===== src/hdl/stm_consts.vh =====
`ifndef STM_CONSTS_VH
`define STM_CONSTS_VH
`define STM_ADDR_CNT_LO   4'h0
`define STM_ADDR_CNT_HI   4'h1
`define STM_ADDR_CMPA_LO  4'h2
`define STM_ADDR_CMPA_HI  4'h3
`define STM_ADDR_CMPP     4'h4
`define STM_ADDR_CTRL     4'h5
`define STM_ADDR_STAT     4'h6
`define STM_ADDR_PRESC    4'h7
`define STM_CTRL_CLR      0
`define STM_CTRL_SWAP     1
`define STM_CTRL_INV      2
`define STM_CTRL_INIT     3
`define STM_CTRL_ACT_LO   4
`define STM_CTRL_MODE_LO  6
`define STM_CTRL_RUN      8
`define STM_STAT_AF       0
`define STM_STAT_PF       1
`define STM_MODE_CMP      2'h0
`define STM_MODE_PWM      2'h2
`define STM_MODE_TMR      2'h3
`define STM_ACT_NONE      2'h0
`define STM_ACT_LOW       2'h1
`define STM_ACT_HIGH      2'h2
`define STM_ACT_TOG       2'h3
`define STM_RESP_OKAY     2'h0
`define STM_RESP_SLVERR   2'h2
`endif


===== src/hdl/stm_timer.v =====
`include "stm_consts.vh"

module stm_timer (
  input  wire        aclk,
  input  wire        aresetn,
  input  wire        clk_en,
  input  wire [31:0] s_axi_awaddr,
  input  wire        s_axi_awvalid,
  output wire        s_axi_awready,
  input  wire [31:0] s_axi_wdata,
  input  wire [3:0]  s_axi_wstrb,
  input  wire        s_axi_wvalid,
  output wire        s_axi_wready,
  output reg  [1:0]  s_axi_bresp,
  output reg         s_axi_bvalid,
  input  wire        s_axi_bready,
  input  wire [31:0] s_axi_araddr,
  input  wire        s_axi_arvalid,
  output wire        s_axi_arready,
  output reg  [31:0] s_axi_rdata,
  output reg  [1:0]  s_axi_rresp,
  output reg         s_axi_rvalid,
  input  wire        s_axi_rready,
  output reg         timer_pin_out,
  output reg         timer_pin_oe,
  output wire        match_a_flag,
  output wire        match_p_flag
);

  reg  [15:0] count_r;
  reg  [15:0] cmpa_r;
  reg  [7:0]  cmpp_r;
  reg  [8:0]  ctrl_r;
  reg  [7:0]  presc_r;
  reg  [7:0]  div_r;
  reg         af_r;
  reg         pf_r;
  reg         run_d_r;
  reg         pin_r;
  reg         aw_hold_r;
  reg  [3:0]  aw_idx_r;
  reg         w_hold_r;
  reg  [31:0] w_data_r;
  reg  [3:0]  w_strb_r;

  wire        clr_sel  = ctrl_r[`STM_CTRL_CLR];
  wire        swap     = ctrl_r[`STM_CTRL_SWAP];
  wire        invert   = ctrl_r[`STM_CTRL_INV];
  wire        init_lvl = ctrl_r[`STM_CTRL_INIT];
  wire [1:0]  act      = ctrl_r[`STM_CTRL_ACT_LO+1:`STM_CTRL_ACT_LO];
  wire [1:0]  mode     = ctrl_r[`STM_CTRL_MODE_LO+1:`STM_CTRL_MODE_LO];
  wire        run      = ctrl_r[`STM_CTRL_RUN];

  // Prescaler models the selectable timer clock as a tick enable
  wire        tick     = run && run_d_r && (div_r == presc_r);
  wire        run_rise = run && !run_d_r;
  wire        is_pwm   = (mode == `STM_MODE_PWM);
  wire        is_cmp   = (mode == `STM_MODE_CMP);
  wire        is_tmr   = (mode == `STM_MODE_TMR);

  wire [15:0] cnt_inc  = count_r + 16'h0001;
  // Match is judged on the count about to be reached
  wire        a_hit    = (cnt_inc == cmpa_r);
  wire        ovf      = (count_r == 16'hFFFF);
  wire        p_hit    = (cmpp_r == 8'h00) ? ovf :
                         ((cnt_inc[15:8] == cmpp_r) &&
                          (cnt_inc[7:0] == 8'h00));

  // Period and duty roles in PWM
  wire        per_end  = swap ? a_hit : p_hit;
  wire [16:0] per_len  = swap ? {1'b0, cmpa_r} :
                         ((cmpp_r == 8'h00) ? 17'h10000 :
                          {1'b0, cmpp_r, 8'h00});
  wire [16:0] duty_len = swap ?
                         ((cmpp_r == 8'h00) ? 17'h10000 :
                          {1'b0, cmpp_r, 8'h00}) :
                         {1'b0, cmpa_r};
  wire        full     = (duty_len >= per_len);
  wire        active   = full || ({1'b0, count_r} < duty_len);

  // Counter clear source
  reg         clr_now;
  always @* begin
    if (is_pwm) begin
      clr_now = per_end;
    end else if (clr_sel) begin
      clr_now = a_hit;
    end else begin
      clr_now = p_hit;
    end
  end

  wire        set_af   = tick && a_hit;
  wire        set_pf   = tick && p_hit &&
                         (is_pwm || !clr_sel);

  // AXI4-Lite slave: single outstanding write and read
  // Ready drops with the enable, so no AW, W or AR handshake is lost while frozen
  assign s_axi_awready = clk_en && !aw_hold_r && !s_axi_bvalid;
  assign s_axi_wready  = clk_en && !w_hold_r && !s_axi_bvalid;
  assign s_axi_arready = clk_en && !s_axi_rvalid;

  wire        aw_ok    = aw_hold_r || (s_axi_awvalid && s_axi_awready);
  wire        w_ok     = w_hold_r || (s_axi_wvalid && s_axi_wready);
  wire [3:0]  aw_idx   = aw_hold_r ? aw_idx_r : s_axi_awaddr[5:2];
  wire [31:0] wd       = w_hold_r ? w_data_r : s_axi_wdata;
  wire [3:0]  ws       = w_hold_r ? w_strb_r : s_axi_wstrb;
  wire        do_wr    = aw_ok && w_ok && !s_axi_bvalid;
  wire        wr_ok    = (aw_idx <= `STM_ADDR_PRESC) &&
                         (aw_idx != `STM_ADDR_CNT_LO) &&
                         (aw_idx != `STM_ADDR_CNT_HI);
  wire        wr_stat  = do_wr && ws[0] && (aw_idx == `STM_ADDR_STAT);

  reg  [31:0] rd_val;
  reg         rd_ok;
  always @* begin
    rd_val = 32'h0000_0000;
    rd_ok  = 1'b1;
    case (s_axi_araddr[5:2])
      `STM_ADDR_CNT_LO:  rd_val[7:0] = count_r[7:0];
      `STM_ADDR_CNT_HI:  rd_val[7:0] = count_r[15:8];
      `STM_ADDR_CMPA_LO: rd_val[7:0] = cmpa_r[7:0];
      `STM_ADDR_CMPA_HI: rd_val[7:0] = cmpa_r[15:8];
      `STM_ADDR_CMPP:    rd_val[7:0] = cmpp_r;
      `STM_ADDR_CTRL:    rd_val[8:0] = ctrl_r;
      `STM_ADDR_STAT:    rd_val[1:0] = {pf_r, af_r};
      `STM_ADDR_PRESC:   rd_val[7:0] = presc_r;
      default:           rd_ok = 1'b0;
    endcase
    if (s_axi_araddr[31:6] != 26'h0) begin
      rd_ok = 1'b0;
    end
  end

  always @(posedge aclk) begin
    if (!aresetn) begin
      count_r      <= 16'h0000;
      cmpa_r       <= 16'h0000;
      cmpp_r       <= 8'h00;
      ctrl_r       <= 9'h000;
      presc_r      <= 8'h00;
      div_r        <= 8'h00;
      af_r         <= 1'b0;
      pf_r         <= 1'b0;
      run_d_r      <= 1'b0;
      pin_r        <= 1'b0;
      aw_hold_r    <= 1'b0;
      aw_idx_r     <= 4'h0;
      w_hold_r     <= 1'b0;
      w_data_r     <= 32'h0000_0000;
      w_strb_r     <= 4'h0;
      s_axi_bvalid <= 1'b0;
      s_axi_bresp  <= `STM_RESP_OKAY;
      s_axi_rvalid <= 1'b0;
      s_axi_rresp  <= `STM_RESP_OKAY;
      s_axi_rdata  <= 32'h0000_0000;
      timer_pin_out <= 1'b0;
      timer_pin_oe  <= 1'b0;
    end else if (clk_en) begin
      run_d_r <= run;
      if (!run || div_r == presc_r) begin
        div_r <= 8'h00;
      end else begin
        div_r <= div_r + 8'h01;
      end

      // Counter
      if (run_rise) begin
        count_r <= 16'h0000;
      end else if (tick) begin
        count_r <= clr_now ? 16'h0000 : cnt_inc;
      end

      // Sticky flags; a new event beats a software clear
      if (set_af) begin
        af_r <= 1'b1;
      end else if (wr_stat && wd[`STM_STAT_AF]) begin
        af_r <= 1'b0;
      end
      if (set_pf) begin
        pf_r <= 1'b1;
      end else if (wr_stat && wd[`STM_STAT_PF]) begin
        pf_r <= 1'b0;
      end

      // Compare-mode output latch
      if (run_rise) begin
        pin_r <= init_lvl;
      end else if (set_af && is_cmp) begin
        case (act)
          `STM_ACT_LOW:  pin_r <= 1'b0;
          `STM_ACT_HIGH: pin_r <= 1'b1;
          `STM_ACT_TOG:  pin_r <= ~pin_r;
          default:       pin_r <= pin_r;
        endcase
      end

      // Pin drive
      timer_pin_oe <= !is_tmr && (mode != 2'h1);
      if (is_pwm) begin
        case (act)
          `STM_ACT_NONE: timer_pin_out <= invert ^ ~init_lvl;
          `STM_ACT_LOW:  timer_pin_out <= invert ^ init_lvl;
          `STM_ACT_HIGH: timer_pin_out <=
                           invert ^ (active && run ? init_lvl : ~init_lvl);
          default:       timer_pin_out <= invert ^ ~init_lvl;
        endcase
      end else if (is_cmp) begin
        timer_pin_out <= pin_r ^ invert;
      end else begin
        timer_pin_out <= 1'b0;
      end

      // Write path
      if (s_axi_awvalid && s_axi_awready && !do_wr) begin
        aw_hold_r <= 1'b1;
        aw_idx_r  <= s_axi_awaddr[5:2];
      end
      if (s_axi_wvalid && s_axi_wready && !do_wr) begin
        w_hold_r <= 1'b1;
        w_data_r <= s_axi_wdata;
        w_strb_r <= s_axi_wstrb;
      end
      if (do_wr) begin
        aw_hold_r    <= 1'b0;
        w_hold_r     <= 1'b0;
        s_axi_bvalid <= 1'b1;
        s_axi_bresp  <= wr_ok ? `STM_RESP_OKAY : `STM_RESP_SLVERR;
        if (ws[0]) begin
          case (aw_idx)
            `STM_ADDR_CMPA_LO: cmpa_r[7:0]  <= wd[7:0];
            `STM_ADDR_CMPA_HI: cmpa_r[15:8] <= wd[7:0];
            `STM_ADDR_CMPP:    cmpp_r       <= wd[7:0];
            `STM_ADDR_CTRL:    ctrl_r[7:0]  <= wd[7:0];
            `STM_ADDR_PRESC:   presc_r      <= wd[7:0];
            default:           ctrl_r[7:0]  <= ctrl_r[7:0];
          endcase
        end
        if (ws[1] && aw_idx == `STM_ADDR_CTRL) begin
          ctrl_r[8] <= wd[8];
        end
      end else if (s_axi_bvalid && s_axi_bready) begin
        s_axi_bvalid <= 1'b0;
      end

      // Read path
      if (s_axi_arvalid && s_axi_arready) begin
        s_axi_rvalid <= 1'b1;
        s_axi_rdata  <= rd_ok ? rd_val : 32'h0000_0000;
        s_axi_rresp  <= rd_ok ? `STM_RESP_OKAY : `STM_RESP_SLVERR;
      end else if (s_axi_rvalid && s_axi_rready) begin
        s_axi_rvalid <= 1'b0;
      end
    end
  end

  assign match_a_flag = af_r;
  assign match_p_flag = pf_r;

endmodule


===== config.mk =====
export PLATFORM = sky130hd
export DESIGN_NAME = stm_timer
export DESIGN_NICKNAME = d
export VERILOG_FILES = /design/src/hdl/stm_timer.v
export VERILOG_INCLUDE_DIRS = /design/src /design/src/hdl
export SDC_FILE = /design/constraint.sdc
export NUM_CORES = 1
export LEC_CHECK = 0
export BUFFER_PORTS_ARGS = -buffer_cell sky130_fd_sc_hd__buf_2
export CAP_MARGIN = 20
export CORE_MARGIN = 3
export CORE_UTILIZATION = 50
export CTS_CLUSTER_SIZE = 24
export DETAILED_ROUTE_END_ITERATION = 8
export PLACE_DENSITY = 0.71
export REMOVE_ABC_BUFFERS = 1
export SLEW_MARGIN = 20
export SYNTH_ARGS = -nofsm -noshare
export SYNTH_HDL_FRONTEND = slang
export SYNTH_SLANG_ARGS = --single-unit

===== constraint.sdc =====
create_clock -name aclk -period 5.5 [get_ports aclk]
set_clock_uncertainty 0.1 [all_clocks]
set_input_delay 0.55 -clock aclk [delete_from_list [all_inputs] [get_ports aclk]]
set_output_delay 0.55 -clock aclk [all_outputs]
set_load 0.02 [all_outputs]

# Yosys cells after proc, flatten, opt, wreduce, memory -nomap -nowiden
# Index checks and enable logic that the tools add are counted.
# word_totals
ff_bits	126
wordCells	179
out_inout_bits	45
# classes
n_eq_ne	24
n_lt_le_gt_ge	3
bitwise	6
addsub	2
n_mux	41
n_reduce_logical	79
# op_table
cell	n
17-bit two-way mux	3
16-bit two-way mux	3
6-bit one-hot mux with 7 select lines	1
4-bit by 3-bit == test with 1-bit output, second input constant	8
1-bit logical AND	31
26-bit nonzero test	1
1-bit two-way mux	24
2-bit AND reduction	11
4-bit AND reduction	5
9-bit two-way mux	2
17-bit >= comparator	1
16-bit by 17-bit < comparator with 1-bit output	1
16-bit by 1-bit adder with 16-bit output, second input constant	1
16-bit == test	1
16-bit == test, second input constant	1
4-bit by 2-bit == test with 1-bit output, second input constant	4
8-bit == test	2
8-bit logical NOT	2
2-bit one-hot mux with 8 select lines	1
2-bit nonzero test	8
1-bit logical NOT	9
8-bit by 1-bit adder with 8-bit output, second input constant	1
2-bit == test, second input constant	4
8-bit two-way mux	1
other kinds (17)	29

# Logic depth before layout (Yosys ltp)
# Gate-level depths: netlist (run 1).
# depth
word_depth	12
mapped_depth	14
depth_no_buf	12

# Worst setup path after synthesis (run 1)
# No wires, ideal clock.
# synth_timing
path_kind	register -> register
from	reg ctrl_r[1]
to	reg timer_pin_out
path_stages_with_launch	15
path_slack_ps	2102
arrival_time_ps	3206
required_time_ps	5308
synth_period_minus_slack_ps	3398
path_buffers	3
setup_time_ps	92
cell_sequence	dfxtp_1 > clkbuf_1 > buf_1 > buf_1 > mux2i_1 > ha_1 > a21oi_1 > o211ai_1 > a21o_1 > a41oi_1 > o211ai_1 > mux2i_1 > o2bb2ai_1 > xor2_1 > o32ai_1
# synth_via
elab_chain_cells	8
elab_cells_between_ends	10
classes_between	order compare (2); mux (5); bitwise (1); reduce/logical (2)
# synth_rtl
item	line	source
start: declaration	stm_timer.v:33	reg [8:0] ctrl_r;
start signal: assignment	stm_timer.v:234	`STM_ADDR_CTRL: ctrl_r[7:0] <= wd[7:0];
start signal: assignment	stm_timer.v:236	default: ctrl_r[7:0] <= ctrl_r[7:0];
17-bit two-way mux, on equally long branches	stm_timer.v:74, stm_timer.v:71	
17-bit >= comparator or 16-bit by 17-bit < comparator with 1-bit output (tied branches)	stm_timer.v:78, stm_timer.v:79	
1-bit logical OR (*)	stm_timer.v:79	wire active = full || ({1'b0, count_r} < duty_len);
1-bit logical AND (*)	stm_timer.v:205	invert ^ (active && run ? init_lvl : ~init_lvl);
1-bit two-way mux (*)	stm_timer.v:205	
1-bit XOR (*)	stm_timer.v:205	
1-bit one-hot mux with 2 select lines (*)	stm_timer.v:201	case (act)
1-bit two-way mux (*)	stm_timer.v:200	if (is_pwm) begin
end signal: assignment	stm_timer.v:202	`STM_ACT_NONE: timer_pin_out <= invert ^ ~init_lvl;
end signal: assignment	stm_timer.v:203	`STM_ACT_LOW: timer_pin_out <= invert ^ init_lvl;
end signal: assignment	stm_timer.v:206	default: timer_pin_out <= invert ^ ~init_lvl;
end: declaration	stm_timer.v:24	output reg timer_pin_out,
# Every way passes the cells marked *; elsewhere a longest branch is shown, timed or not.
# A chain may end at the register's enable or synchronous reset.

# Worst setup path in the final report (run 1)
# layout_timing
from	reg count_r[4]
to	reg count_r[10]
# layout_via
elab_chain_cells	9
elab_cells_between_ends	13
classes_between	add/sub (1); eq/ne (3); mux (7); reduce/logical (2)
# layout_rtl
item	line	source
start: declaration	stm_timer.v:30	reg [15:0] count_r;
start signal: assignment	stm_timer.v:171	count_r <= clr_now ? 16'h0000 : cnt_inc;
16-bit by 1-bit adder with 16-bit output	stm_timer.v:61	wire [15:0] cnt_inc = count_r + 16'h0001;
8-bit == test or 8-bit logical NOT (tied branches)	stm_timer.v:66, stm_timer.v:67	
1-bit logical AND	stm_timer.v:66	((cnt_inc[15:8] == cmpp_r) &&
1-bit two-way mux	stm_timer.v:65	wire p_hit = (cmpp_r == 8'h00) ? ovf :
1-bit two-way mux, on equally long branches	stm_timer.v:86, stm_timer.v:70	
1-bit two-way mux	stm_timer.v:84	if (is_pwm) begin
16-bit two-way mux (*)	stm_timer.v:171	
16-bit two-way mux (*)	stm_timer.v:170	end else if (tick) begin
16-bit two-way mux (*)	stm_timer.v:168	if (run_rise) begin
# Every way passes the cells marked *; elsewhere a longest branch is shown, timed or not. The select of a mux whose other input is x is not followed.

==> flow_metrics.tcl, run 1 <==
set metrics [dict create \
    synthCells 837 \
    start_util 0.518 \
    gp_congestion 0.882 \
    ys_top_cells_by_area "dfxtp_1 (29%), mux2i_1 (7.8%), nor2_1 (6.0%)" \
    period_share 0.728 \
    final_net_count 1000 \
    critPathLaunchType "flip-flop" \
    layout_setup_ws_ns 1.50 \
    outcome "finished clean" \
    holdWs_ns 0.331 \
    yosys.area_share.simple 0.241 \
    wl_um 18400 \
    diodes 0 \
    switching_share 0.277 \
    async_reset_ff_frac 0 \
    synth_compound_area_frac 0.179 \
    yosysMostFrequentCell "nor2_1" \
    die_area_um2 15300 \
    viasPerCell 5.87 \
    worst_setup_path_end_kind "flip-flop" \
    critical_path.slowest_cell "dfxtp_1" \
    die_y_um 124 \
    cts_tree "done" \
    seq_area_frac_synth 0.291 \
    synth_top_area_share 0.291 \
    num_io_pins 153 \
    tns_ns 0 \
    ys_warn_count 0 \
    cts-htree-levels 3 \
    synth_top_cell_by_area "dfxtp_1" \
    worstPathRequired_ns 5.66 \
    post_cts_buffers 0 \
    synth_xor_area_frac 0.0595 \
    grt_usage 0.243 \
    cts_buffers 9 \
    synthFlopType "dfxtp_1" \
    slowest_delay_ns 0.71 \
    p_comb_frac 0.096 \
    grt_max_degree 93 \
    io_buffer_count 72 \
    drv_cap 0 \
    cts_buffer_depth 2 \
    synth_adder_area_share 0.0523 \
    finalMaxSlewViolations 0 \
    p_sw_uw 447 \
    grt_pass1_wl_um 29000 \
    synthToLayoutAreaGrowth_pct 8.24 \
    antenna_found_initial 0 \
    clk_latency_ns 0.36 \
    stdcell_count 1044 \
    cts_resized 0 \
    root_buffer "clkbuf_16" \
    power.density_cell_area_nw_per_um2 215 \
    drt_drc_violations_left 0 \
    pre_cts_ws_ns 1.53 \
    vias 6131 \
    grt_overflow_total 0 \
    dp_hpwl_um 13100 \
    synth_top_family_by_area "simple AND/OR/NAND/NOR gates" \
    slew-limit-headroom 0.363 \
    synth_edf_count 0 \
    cts-hold-fix-buffers 0 \
    hp-class "in -> reg" \
    avgRoutedWirePerCell_um 17.6 \
    whs_path_depth 3 \
    synth_area_um2 6940 \
    drive_gt1_frac 0.141 \
    finalHoldViolations 0 \
    drt.antenna.violating_nets 0 \
    fmax_mhz 250 \
    worstPathArrival_ns 4.17 \
    synth-seq-cells 101 \
    die_w_um 124 \
    num_rows 42 \
    crit_path_max_fanout 17 \
    clk_pin_slew_ns 0.08 \
    setup_viol 0 \
    crit_chain "nand3_1 > nor3_4 > nor3b_1 > or4_1 > a2111oi_2 > nand4_1 > mux2i_4 > a2111oi_0 > a21o_1" \
    vdd_drop_max_uv 184 \
    rsz0062_at_grt "false" \
    ys_top_cells_by_count "nor2_1 (111), dfxtp_1 (101), mux2i_1 (54)" \
    core_region_area_um2 13400 \
    grt_pass1_vias 5392 \
    worst_r2r_path_depth 9 \
    synth_area_per_cell_um2 8.29 \
    finalCriticalPeriod_ns 4.00 \
    p_total_uw 1610 \
    tightestPinTransition_ns 0.952 \
    drtPass1Iterations 5 \
    synth_cell_type_count 78 \
    dp_cells 1028 \
    clock_sinks 101 \
    crit_type "reg -> reg" \
    synthMuxAreaShare 0.101 \
    p_int_uw 1170 \
    clkPwrFrac 0.432 \
    p_leak_uw 0.00299 \
    drt_iter0_markers 523 \
    seq_power_share 0.472 \
]
## final cells by class
| cell class | instances | area, um2 |
|---|---|---|
| sequential | 101 | 2020 |
| tap | 176 | 220 |
| fill | 1294 | 5890 |
| clock buffer | 9 | 225 |
| multi-input combinational | 658 | 4490 |
| inverter | 18 | 67.6 |
| timing repair buffer | 75 | 383 |
| clock inverter | 7 | 100 |
## placed cells by master, fill, tap and decap left out, types with 22 or more instances in the layout
cell type	count
ha_1	29
conb_1	25
nand2_1	53
mux2i_1	54
dfxtp_1	101
xor2_1	22
a211oi_1	39
nor2_1	110
buf_2	72
a21oi_1	49
## sequential cells by signal (all words and copies together), names as in the netlist
name and count:
w_strb_r 2, s_axi_rresp 1, s_axi_bvalid 1, timer_pin_out 1, div_r 8, match_a_flag 1, count_r 16, presc_r 8
pin_r 1, ctrl_r 9, run_d_r 1, w_data_r 9, cmpa_r 16, s_axi_rvalid 1, aw_idx_r 4, w_hold_r 1
aw_hold_r 1, s_axi_bresp 1, cmpp_r 8, timer_pin_oe 1, s_axi_rdata 9, match_p_flag 1
## metal layers
metal,part of all wire,GRT usage,vias to the layer above
met1,0.46,0.339,2850
met5,0,0,-
li1,-,-,3038
met3,0.080,0.0563,20
met2,0.44,0.380,223
met4,0.016,0.0637,0
## worst paths after layout
path | from | end | slack (ns)
setup / recovery | count_r[4] | count_r[10] | 1.50
hold / removal | s_axi_wdata[8] | w_data_r[8] | 0.33
setup reg to reg | count_r[4] | count_r[10] | 1.50
hold reg to reg | s_axi_rdata[6] | s_axi_rdata[6] | 0.35
## cell families (layout without fill, tap and decap cells)
logic type      Yosys count  after routing
fa+ha+maj                29             29
mux                      66             66
xor+xnor                 44             44
flops                   101            101
buf+inv                 102            109
compound gates          183            183
other cells               1             25
simple gates            311            311
## power groups by stage
stage,Sequential (uW),Combinational (uW),Clock (uW)
6_report,761,156,697
3_5_place_dp,778,154,0
3_3_place_gp,778,153,0
4_1_cts,761,155,707
2_1_floorplan,775,94.8,0
5_1_grt,763,174,734
## critical path, delay by kind of cell (launching register included)
kind,cells,cell delay [ns]
AOI/OAI and AO/OA,3,0.58
muxes,1,0.55
and+or+nand+nor,5,1.95
DFF,1,0.71
## through the flow
stage | area, um2 | utilization
after floorplan | 6570 | -
after global placement | 7180 | 0.536
after detailed placement | 7180 | 0.536
after CTS | 7510 | 0.560
after global routing | 7510 | 0.561
final | 7510 | 0.561
No activity file was read; power rests on OpenSTA's default activity.
==> run 2: changes to the inputs <==
--- a/config.mk
+++ b/config.mk
@@ -6,13 +6,14 @@
 export SDC_FILE = /design/constraint.sdc
 export NUM_CORES = 1
 export LEC_CHECK = 0
+export ABC_AREA = 1
 export BUFFER_PORTS_ARGS = -buffer_cell sky130_fd_sc_hd__buf_2
 export CAP_MARGIN = 20
 export CORE_MARGIN = 3
 export CORE_UTILIZATION = 50
 export CTS_CLUSTER_SIZE = 24
 export DETAILED_ROUTE_END_ITERATION = 8
-export PLACE_DENSITY = 0.71
+export PLACE_DENSITY = 0.75
 export REMOVE_ABC_BUFFERS = 1
 export SLEW_MARGIN = 20
 export SYNTH_ARGS = -nofsm -noshare
==> constraint.sdc (replaced) <==
create_clock -name aclk -period 3.3 [get_ports aclk]
set_clock_uncertainty 0.1 [all_clocks]
set_input_delay 0.33 -clock aclk [delete_from_list [all_inputs] [get_ports aclk]]
set_output_delay 0.33 -clock aclk [all_outputs]
set_load 0.02 [all_outputs]
==> flow_metrics.tcl, run 2 <==
set metrics [dict create \
    grt_pass1_vias 6633 \
    grt_usage 0.291 \
    tightestPinTransition_ns 0.672 \
    num_rows 42 \
    place_area_um2 7300 \
    synthToLayoutAreaGrowth_pct 11.8 \
    p_leak_uw 0.00332 \
    synth_area_um2 6820 \
    clock_sinks 101 \
    final_common_cell "nand2_1" \
    design_area_um2 7620 \
    critical_path.slowest_cell "dfxtp_1" \
    clk_latency_ns 0.35 \
    ys_top_cells_by_area "dfxtp_1 (30%), nand2_1 (14%), a21oi_1 (7.2%)" \
    p_sw_uw 728 \
    drv_cap 0 \
    synth_top_area_share 0.297 \
    highest_layer "met4" \
    cts-hold-fix-buffers 0 \
    avgRoutedWirePerCell_um 16.5 \
    synth_edf_count 0 \
    dp_hpwl_um 16800 \
    ys_warn_count 0 \
    synth_area_per_cell_um2 6.36 \
    tns_ns 0 \
    cts_resized 0 \
    seq_area_frac_synth 0.297 \
    met3_length_um 2090 \
    drt_drc_violations_left 0 \
    p_int_uw 2000 \
    worstPathArrival_ns 3.10 \
    synthFlopType "dfxtp_1" \
    fillers 1349 \
    p_comb_frac 0.110 \
    slowest_delay_ns 0.50 \
    diodes 0 \
    finalCriticalPeriod_ns 2.97 \
    synth-seq-cells 101 \
    cts_buffers 9 \
    finalMaxSlewViolations 0 \
    drive_gt1_frac 0.113 \
    vias 7330 \
    start_util 0.513 \
    cpLargestDelayFamily "simple AND/OR/NAND/NOR gates" \
    pre_cts_ws_ns 0.314 \
    p_total_uw 2730 \
    setup_viol 0 \
    rsz0062_at_grt "false" \
    num_io_pins 153 \
    clkPwrFrac 0.429 \
    root_buffer "clkbuf_16" \
    async_reset_ff_frac 0 \
    crit_path_max_fanout 8 \
    final_cell_mix "nand2_1 (247), inv_1 (123), nor2_1 (118), dfxtp_1 (100), a21oi_1 (98)" \
    final_net_count 1277 \
    gp_congestion 1.01 \
    die_y_um 123 \
    die_area_um2 15100 \
    synthCells 1072 \
    drtPass1Iterations 6 \
    grt_overflow_total 0 \
    core_region_area_um2 13300 \
    crit_chain "ha_1 > nand3_1 > inv_1 > nand2_1 > xor2_1 > xor2_1 > nand2_1 > nor2_1 > nand3_1 > a21oi_1 > nand2_1 > nand3_1 > a21oi_1" \
    drt.antenna.violating_nets 0 \
    reg_top3 "cmpa_r x16, count_r x16" \
    worst_setup_path_end_kind "flip-flop" \
    cp_num_buf_inv 1 \
    drt_iter0_markers 855 \
    ys_top_cells_by_count "nand2_1 (247), inv_1 (123), nor2_1 (118)" \
    switching_share 0.266 \
    outcome "finished clean" \
    fmax_mhz 337 \
    crit_type "reg -> reg" \
    io_buffer_count 72 \
    synth_cell_type_count 45 \
    cts-htree-levels 3 \
    layout_setup_ws_ns 0.329 \
    wl_met1_um 9110 \
    hp-class "in -> reg" \
    critPathLaunchType "flip-flop" \
    grt_pass1_wl_um 34200 \
    grt_max_degree 44 \
    synth_top_cell_by_area "dfxtp_1" \
    period_share 0.900 \
    holdWs_ns 0.120 \
    yosysMostFrequentCell "nand2_1" \
    power.density_cell_area_nw_per_um2 359 \
    wl_um 21700 \
    antenna_found_initial 0 \
    clk_pin_slew_ns 0.07 \
    slew-limit-headroom 0.547 \
    finalHoldViolations 0 \
    vdd_drop_max_uv 296 \
    post_cts_buffers 0 \
    cts_tree "done" \
    wl_met2_um 9790 \
    die_w_um 123 \
    viasPerCell 5.55 \
    seq_power_share 0.461 \
    worstPathRequired_ns 3.43 \
    cts_buffer_depth 2 \
]
==> run 2: cell count changes after synthesis, sizes merged, moves of 20 or more <==
cell	delta
nand2	+194
inv	+110
o21ai	+70
mux2i	-53
a21oi	+51
nand3	+49
a211oi	-39
xnor2	-20
==> run 2: kinds of logic after synthesis <==
group / after synthesis / synth area share
AO/OA/AOI/OAI: 236 / 0.190
XOR/XNOR: 14 / 0.0200
adder cells (fa/ha/maj): 29 / 0.0532
buffers and inverters: 184 / 0.117
flip-flops: 101 / 0.297
multiplexers: 2 / 0.00294
other: 1 / 0.000550
AND/OR/NAND/NOR: 505 / 0.320
==> run 2: final timing paths <==
path                  startpoint           to  slack [ns]  depth (start not counted)
setup reg to reg      count_r[1]  count_r[14]        0.33                         13
hold / removal    s_axi_wdata[5]  w_data_r[5]        0.12                          3
hold reg to reg       presc_r[5]   presc_r[5]        0.36                          2
setup / recovery      count_r[1]  count_r[14]        0.33                         13
==> run 2: area by class of cell <==
type                    count  area, um2  area share
flip-flops and latches    101       2020       0.265
repair buffers             89        488      0.0640
clock inverters             6       93.8      0.0123
clock buffers               9        225      0.0296
inverters                 128        480      0.0630
well taps                 176        220      0.0289
multi-input cells         811       4090       0.537
==> run 2: worst reg2reg max path: cells and delay by family (launching register included) <==
kind / cells / cell delay (ns)
AOI/OAI and AO/OA: 2 / 0.31
xor gates and xnor gates: 2 / 0.57
adders and majority gates: 1 / 0.35
buffers and inverters: 1 / 0.14
DFF: 1 / 0.50
and+or+nand+nor: 7 / 0.89
==> run 2: through the flow <==
stage / util / cells
finish: 0.573 / 1320
detailed placement: 0.549 / 1305
global placement: 0.549 / 1305
CTS: 0.573 / 1320
global route: 0.573 / 1320
floorplan: - / 1040
==> run 2: power by group through the flow <==
stage	registers (uW)	logic [uW]	clock network, uW
finish	1260	301	1170
global route	1260	336	1220
CTS	1260	298	1180
detailed placement	1290	296	0
global placement	1290	292	0
floorplan	1290	168	0
==> run 2: metal layers <==
metal  GRT usage  vias to the layer above
met5           0                        -
met4       0.102                        0
met3      0.0548                       49
met2       0.467                      351
met1       0.390                     3274
li1            -                     3656
